## src/tmr_consts.vh

```
`ifndef TMR_CONSTS_VH
`define TMR_CONSTS_VH
// register byte addresses
`define TMR_ADDR_CTRL 12'h000
`define TMR_ADDR_CNT_LO 12'h004
`define TMR_ADDR_CNT_HI 12'h008
`define TMR_ADDR_STATUS 12'h00C
`define TMR_ADDR_MASK 12'h010
// control field positions
`define TMR_CTRL_RUN 0
`define TMR_CTRL_WIDE 1
`define TMR_CTRL_NOSYNC 2
`define TMR_CTRL_EXTSEL 3
`define TMR_CTRL_PS_LO 4
`define TMR_CTRL_PS_HI 5
`define TMR_CTRL_GPOL 6
`define TMR_CTRL_W 7
// status bits
`define TMR_ST_OVF 0
`define TMR_ST_GATE 1
// reset values
`define TMR_CTRL_RST 7'h00
`define TMR_CNT_RST 16'h0000
`endif

```

## src/tmr_timer.v

```verilog
`timescale 1ns/1ps
// How it works
// - clock input divided by 1, 2, 4 or 8 per prescale_select
// - prescale counter hidden; cleared on any count byte write outside wide mode
// - in wide mode a high byte write leaves the prescale counter alone
// - nosync bit counts from the external input after two flops, without the agreement check
// - asynchronous external mode keeps counting while asleep; overflow wakes
// - switching sync mode may drop or add one increment
// - byte reads while counting asynchronously always return a settled value
// - wide_access_enable routes all high byte access through a holding buffer
// - low byte read copies live high byte into the buffer
// - low byte write loads buffered high byte, all 16 bits change together
// - flags set by hardware regardless of mask
// - flags stay set until software writes one to clear
`include "tmr_consts.vh"
module tmr_timer (
	input wire pclk,
	input wire presetn,
	input wire psel,
	input wire penable,
	input wire pwrite,
	input wire [11:0] paddr,
	input wire [31:0] pwdata,
	output reg [31:0] prdata,
	output reg pready,
	output reg pslverr,
	input wire ext_clk,
	input wire gate_in,
	input wire sleep,
	output reg irq,
	output reg wake
);
	reg [6:0] ctrl_q;
	reg [15:0] cnt_q;
	reg [7:0] hibuf_q;
	reg [2:0] ps_q;
	reg [1:0] flag_q;
	reg [1:0] mask_q;
	reg [2:0] ext_sync_q;
	reg [2:0] gate_sync_q;
	reg ext_prev_q;
	reg gate_prev_q;
	wire acc;
	wire wr;
	wire rd;
	wire run;
	wire wide;
	wire nosync;
	wire extsel;
	wire [1:0] psel_f;
	wire ext_now;
	wire ext_rise;
	wire gate_now;
	wire gate_edge;
	wire tick;
	wire ps_hit;
	wire inc;
	wire wr_lo;
	wire wr_hi;
	wire rd_lo;
	wire ovf;
	reg [31:0] rdata_d;
	function [2:0] ps_limit;
		input [1:0] sel;
		begin
			case (sel)
				2'b00: ps_limit = 3'h0;
				2'b01: ps_limit = 3'h1;
				2'b10: ps_limit = 3'h3;
				default: ps_limit = 3'h7;
			endcase
		end
	endfunction
	assign acc = psel & penable & ~pready;
	assign wr = acc & pwrite;
	assign rd = acc & ~pwrite;
	assign run = ctrl_q[`TMR_CTRL_RUN];
	assign wide = ctrl_q[`TMR_CTRL_WIDE];
	assign nosync = ctrl_q[`TMR_CTRL_NOSYNC];
	assign extsel = ctrl_q[`TMR_CTRL_EXTSEL];
	assign psel_f = ctrl_q[`TMR_CTRL_PS_HI:`TMR_CTRL_PS_LO];
	// async mode samples after two flops, skipping the agreement check: fewer cycles of latency, and
	// the mode change can lose or add one increment
	// sync mode only takes a level once the second and third flops agree
	assign ext_now = nosync ? ext_sync_q[1] :
		((ext_sync_q[1] == ext_sync_q[2]) ? ext_sync_q[2] :
		ext_prev_q);
	assign ext_rise = ext_now & ~ext_prev_q;
	assign gate_now = (gate_sync_q[1] == gate_sync_q[2]) ?
		gate_sync_q[2] : gate_prev_q;
	assign gate_edge = gate_now & ~gate_prev_q;
	// sleep stops the system-clock source and the synchronised external source
	assign tick = run & (extsel ? (ext_rise & (nosync | ~sleep)) :
		~sleep);
	assign ps_hit = (ps_q == ps_limit(psel_f));
	assign inc = tick & ps_hit;
	assign wr_lo = wr & (paddr == `TMR_ADDR_CNT_LO);
	assign wr_hi = wr & (paddr == `TMR_ADDR_CNT_HI);
	assign rd_lo = rd & (paddr == `TMR_ADDR_CNT_LO);
	assign ovf = inc & (cnt_q == 16'hFFFF) & ~wr_lo & ~(wr_hi & ~wide);
	always @* begin
		rdata_d = 32'h0000_0000;
		case (paddr)
			`TMR_ADDR_CTRL: rdata_d = {25'h000_0000, ctrl_q};
			`TMR_ADDR_CNT_LO: rdata_d = {24'h00_0000, cnt_q[7:0]};
			`TMR_ADDR_CNT_HI: rdata_d = {24'h00_0000,
				wide ? hibuf_q : cnt_q[15:8]};
			`TMR_ADDR_STATUS: rdata_d = {30'h0000_0000, flag_q};
			`TMR_ADDR_MASK: rdata_d = {30'h0000_0000, mask_q};
			default: rdata_d = 32'h0000_0000;
		endcase
	end
	always @(posedge pclk or negedge presetn) begin
		if (!presetn) begin
			ext_sync_q <= 3'h0;
			gate_sync_q <= 3'h0;
			ext_prev_q <= 1'b0;
			gate_prev_q <= 1'b0;
		end else begin
			ext_sync_q <= {ext_sync_q[1:0], ext_clk};
			gate_sync_q <= {gate_sync_q[1:0], gate_in};
			ext_prev_q <= ext_now;
			gate_prev_q <= gate_now;
		end
	end
	always @(posedge pclk or negedge presetn) begin
		if (!presetn) begin
			pready <= 1'b0;
			prdata <= 32'h0000_0000;
			pslverr <= 1'b0;
		end else begin
			pready <= acc;
			pslverr <= acc & (paddr > `TMR_ADDR_MASK);
			if (rd)
				prdata <= rdata_d;
		end
	end
	always @(posedge pclk or negedge presetn) begin
		if (!presetn) begin
			ctrl_q <= `TMR_CTRL_RST;
			mask_q <= 2'h0;
		end else if (wr) begin
			if (paddr == `TMR_ADDR_CTRL)
				ctrl_q <= pwdata[6:0];
			if (paddr == `TMR_ADDR_MASK)
				mask_q <= pwdata[1:0];
		end
	end
	// prescale counter
	always @(posedge pclk or negedge presetn) begin
		if (!presetn) begin
			ps_q <= 3'h0;
		end else if (wr_lo | (wr_hi & ~wide)) begin
			ps_q <= 3'h0;
		end else if (tick) begin
			ps_q <= ps_hit ? 3'h0 : ps_q + 3'h1;
		end
	end
	// writes win over a colliding increment
	always @(posedge pclk or negedge presetn) begin
		if (!presetn) begin
			cnt_q <= `TMR_CNT_RST;
			hibuf_q <= 8'h00;
		end else begin
			if (wr_lo) begin
				cnt_q[7:0] <= pwdata[7:0];
				if (wide)
					cnt_q[15:8] <= hibuf_q;
			end else if (wr_hi & ~wide) begin
				cnt_q[15:8] <= pwdata[7:0];
			end else if (inc) begin
				cnt_q <= cnt_q + 16'h0001;
			end
			if (wr_hi & wide)
				hibuf_q <= pwdata[7:0];
			else if (rd_lo & wide)
				hibuf_q <= cnt_q[15:8];
		end
	end
	// set wins over clear
	always @(posedge pclk or negedge presetn) begin
		if (!presetn) begin
			flag_q <= 2'h0;
			irq <= 1'b0;
			wake <= 1'b0;
		end else begin
			flag_q[`TMR_ST_OVF] <= ovf | (flag_q[`TMR_ST_OVF] &
				~(wr & (paddr == `TMR_ADDR_STATUS) &
				pwdata[`TMR_ST_OVF]));
			flag_q[`TMR_ST_GATE] <= (gate_edge & run) |
				(flag_q[`TMR_ST_GATE] & ~(wr &
				(paddr == `TMR_ADDR_STATUS) & pwdata[`TMR_ST_GATE]));
			irq <= |(flag_q & mask_q);
			wake <= sleep & flag_q[`TMR_ST_OVF] & mask_q[`TMR_ST_OVF];
		end
	end
endmodule

```

## config.mk

```make
export PLATFORM = sky130hd
export DESIGN_NAME = tmr_timer
export DESIGN_NICKNAME = d
export VERILOG_FILES = /design/src/tmr_timer.v
export VERILOG_INCLUDE_DIRS = /design/src /design/src/src
export SDC_FILE = /design/constraint.sdc
export NUM_CORES = 1
export LEC_CHECK = 0
export BUFFER_PORTS_ARGS = -buffer_cell sky130_fd_sc_hd__buf_2
export CORE_MARGIN = 2
export CORE_UTILIZATION = 40
export CTS_BUF_LIST = sky130_fd_sc_hd__clkbuf_4
export DETAILED_ROUTE_END_ITERATION = 12
export PLACE_DENSITY = 0.66
export SETUP_SLACK_MARGIN = 0.1
export SLEW_MARGIN = 20
export SYNTH_ARGS = -nofsm -noshare
export SYNTH_HDL_FRONTEND = slang
export SYNTH_SLANG_ARGS = --single-unit
```

## constraint.sdc

```tcl
create_clock -name pclk -period 2.6 [get_ports pclk]
set_input_delay 0.26 -clock pclk [delete_from_list [all_inputs] [get_ports pclk]]
set_output_delay 0.26 -clock pclk [all_outputs]
set_load 0.01 [all_outputs]
```

==> impl_summary.md <==
Run status
The run finished with clean final reports.

Yosys
The fraction of registers with async set/reset is 100%. The yosys synthesis warning count is 0. The synthesized netlist occupies a cell area of between 0.003 and 0.004 mm². The main flop type after synthesis is sky130_fd_sc_hd__dfrtp_1. The share of synthesized area in the top cell type comes to 40.5%. The commonest cells after synthesis are 58 x sky130_fd_sc_hd__dfrtp_1, 28 x sky130_fd_sc_hd__nor2_1, 26 x sky130_fd_sc_hd__buf_4, 19 x sky130_fd_sc_hd__a21oi_1.

The gate count of the mapped netlist is 371. Of the synthesized area, sequential elements account for 40.5%. The number of synthesized register bits is between 50 and 60. Among all cell types in the netlist, the one instantiated most often is sky130_fd_sc_hd__dfrtp_1. The library cell with the largest summed area after synthesis is sky130_fd_sc_hd__dfrtp_1. Yosys mapped a number of flops with a built-in enable equal to 0. Synthesis instantiated 68 different standard cells from the library. Sorting the synthesized cells by area gives the leading types as sky130_fd_sc_hd__dfrtp_1 40%, sky130_fd_sc_hd__buf_4 5.4%, sky130_fd_sc_hd__mux2i_1 5.0%. The average footprint of a synthesized cell is between 9 and 10 µm².

Layout
The number of antenna diodes in the final layout is 0. The area growth from synthesis to layout is 12.5%. The post-route netlist has 22.6% of its cells at a drive strength greater than 1. The layout net count is around 470.

Worst setup path
The critical path is of the flop to flop type. The critical path data arrival time is 2.54 ns. For this design, the slowest cell found on the critical path is sky130_fd_sc_hd__or4_1. In this run the worst setup path terminates at cnt_q[7].

Measured in cells, the most critical reg-to-reg path has a length of 5. STA classifies the critical path endpoint as a flop. The largest single stage delay on the critical path is approximately 0.58 ns. At the worst endpoint, the required time is a little under 3 ns. Traced cell by cell, the critical path runs through xnor2_1 > nand4_1 > a211o_1 > or4_1 > a31oi_1.

The cell depth of the worst setup path is 5. The cell type group with the largest total delay on the critical path is simple AND/OR/NAND/NOR gates. The launch point of the worst reg-to-reg path is ctrl_q[4]. The endpoint identified for the worst register-to-register timing path is cnt_q[7]. In this run the worst path has a maximum fanout of 18. The type of element launching the critical path is a flop. The slack of the worst reg-to-reg path is roughly 0.40 ns. Together, buffers and inverters on the worst path number 0.

The critical path startpoint is ctrl_q[4].

Power
In this run the static leakage power is ~1.8 nW. The total power draw is around 1.8 mW. The power density over cell area is about 460 mW/mm². Across the VDD grid, the largest voltage drop is 0.000241 V.

GRT
The largest net degree at the start of global routing is 24. The combined global-route utilization of all metal layers is 20.7%. The initial antenna violation count was 0. For this run the aggregate overflow at the end of global routing stands at 0. The first-pass GRT wire length is about 16 mm. The via count of the first global-routing pass is 2897.

Clock tree
The TritonCTS clock tree is built. The later-pin clock latency in the skew report is 0.43 ns. The clock net in this run drives a total of 58 sinks.

In this run, post-CTS repair resized a total of 0 instances. The clock passes through at most 2 buffers. The number of CTS-inserted buffers is 9.

The root buffer cell is sky130_fd_sc_hd__clkbuf_4. The clock input transition at the sequential cells of the worst setup and hold paths is around 0.11 ns. The H-tree depth is 3.

The number of setup buffers added after CTS is 0.

STA
The minimum period implied by the final worst setup slack is 2.20 ns. The final-layout setup total negative slack is 0 ns. Headroom to the max-slew limit came out at 63.7%. For this run, the top clock speed supported by timing is about 0.45 GHz.

Setup repair after global routing left no endpoint under its margin. The share of the cycle needed by the critical path after routing is a little over four fifths. The number of endpoints failing setup at the final stage is 0.

At the pin with the least slew margin, the transition time is 0.544 ns. The total count of max-transition violations in the final report is 0. The worst clock skew is around 0.024 ns. The number of hold-slack violations in the final timing report is 0.

Placed design
Summed over all nets, the half-perimeter wirelength after detailed placement is around 7.2 mm. The number of I/O port buffers is 39. The congestion estimate from routability-driven global placement came to 0.898.

Die
Pin placement for this block handled between 80 and 90 I/O pins. The core region is 0.00872 mm². Row generation in the floorplan step produced 34 rows. The vertical extent of the die is a little under 100 µm. The floorplan die width is about 99 µm. The overall die area is 0.00974 mm². The effective utilization at floorplan is 41.1%.

Routing
Summed over all layers, the routed wires come to 9.63 mm. The DRC violations left is 0. The violation count after the first detailed-routing iteration is between 200 and 300. The first detailed-routing pass ran for 4 iterations. The post-detailed-route count of antenna-violating nets is 0.

In the final routed layout, each cell accounts on average for between 15 and 20 µm. Using the TritonRoute via totals, the vias-per-cell ratio works out to around 5.8. The overall via count from detail_route is 3073.

Min path
The type of the most critical hold path is input pin to flop. The startpoint identified for the worst hold timing path is sleep.

Job
Across the run, the number of max-cap violations was 0.
-- power breakdown --
group	switching, mW	internal, mW
Sequential	0.00799	0.913
Clock	0.394	0.397
Combinational	0.0890	0.0404
-- cell families after synthesis --
family | Yosys count | synth area share, %
DFF | 58 | 40.5
and+or+nand+nor | 128 | 21.2
muxes | 28 | 8.89
adders and majority gates | 3 | 0.977
other | 1 | 0.105
xor gates and xnor gates | 4 | 0.977
AOI/OAI and AO/OA | 97 | 18.8
buffers and inverters | 52 | 8.55
-- state kept, by name (all words and copies together) (netlist names) --
| register | flops |
|---|---|
| ctrl_q | 7 |
| ps_q | 3 |
| mask_q | 2 |
| gate_sync_q | 3 |
| flag_q | 2 |
| prdata | 8 |
| ext_sync_q | 3 |
| pready | 1 |
| cnt_q | 16 |
| hibuf_q | 8 |
| irq | 1 |
| gate_prev_q | 1 |
| pslverr | 1 |
| wake | 1 |
| ext_prev_q | 1 |
-- what timing repair did --
item                                    CTS  global route
endpoints found under the hold margin    20             0
hold buffers                              3             0
endpoints found under the setup margin    0             0
-- layout by cell type, fill, tap and decap left out, drive strengths merged, types with 10 or more instances in the layout --
master / synthesis / routed
nand3: 16 / 16
o21ai: 11 / 11
inv: 9 / 10
dfrtp: 58 / 58
conb: 1 / 24
nor2: 28 / 28
buf: 35 / 52
mux2: 10 / 10
mux2i: 18 / 18
a21oi: 20 / 20
nand2: 20 / 20
and3: 15 / 15
-- layout make-up --
class                           count  area [µm²]
Multi-Input combinational cell    284        1920
Inverter                           11        41.3
Clock buffer                        9        67.6
Clock inverter                      7         103
Tap cell                          108         135
Sequential cell                    58        1450
Timing Repair Buffer               55         323
Fill cell                         843        4680
-- worst min-delay path by stage --
stage	end	depth (start not counted)
final	wake	2
after global routing	wake	2
after CTS	wake	2
after detailed placement	ctrl_q[4]	1
after global placement	ps_q[2]	1
after floorplan	cnt_q[0]	0
-- per-layer routing --
metal / track usage [%] / wire length, µm / up-vias
met3: 4.04 / 740 / 11
met4: 6.53 / 130 / 0
li1: - / - / 1451
met2: 31.1 / 4350 / 134
met1: 30.2 / 4410 / 1477
met5: 0 / 0 / -
-- per-stage QoR --
stage / std cells / util [%] / hold slack (ns) / worst slack [ns] / cell area [µm²]
after floorplan: 394 / - / -0.0356 / 0.727 / 3670
after global placement: 513 / 44.0 / 0.225 / 0.425 / 3840
after detailed placement: 513 / 44.0 / 0.226 / 0.370 / 3840
after CTS: 532 / 46.3 / 0.107 / 0.398 / 4040
after global routing: 532 / 46.3 / 0.119 / 0.276 / 4040
final: 532 / 46.3 / 0.127 / 0.401 / 4040
Note: power is estimated with default switching activity, not from simulation.
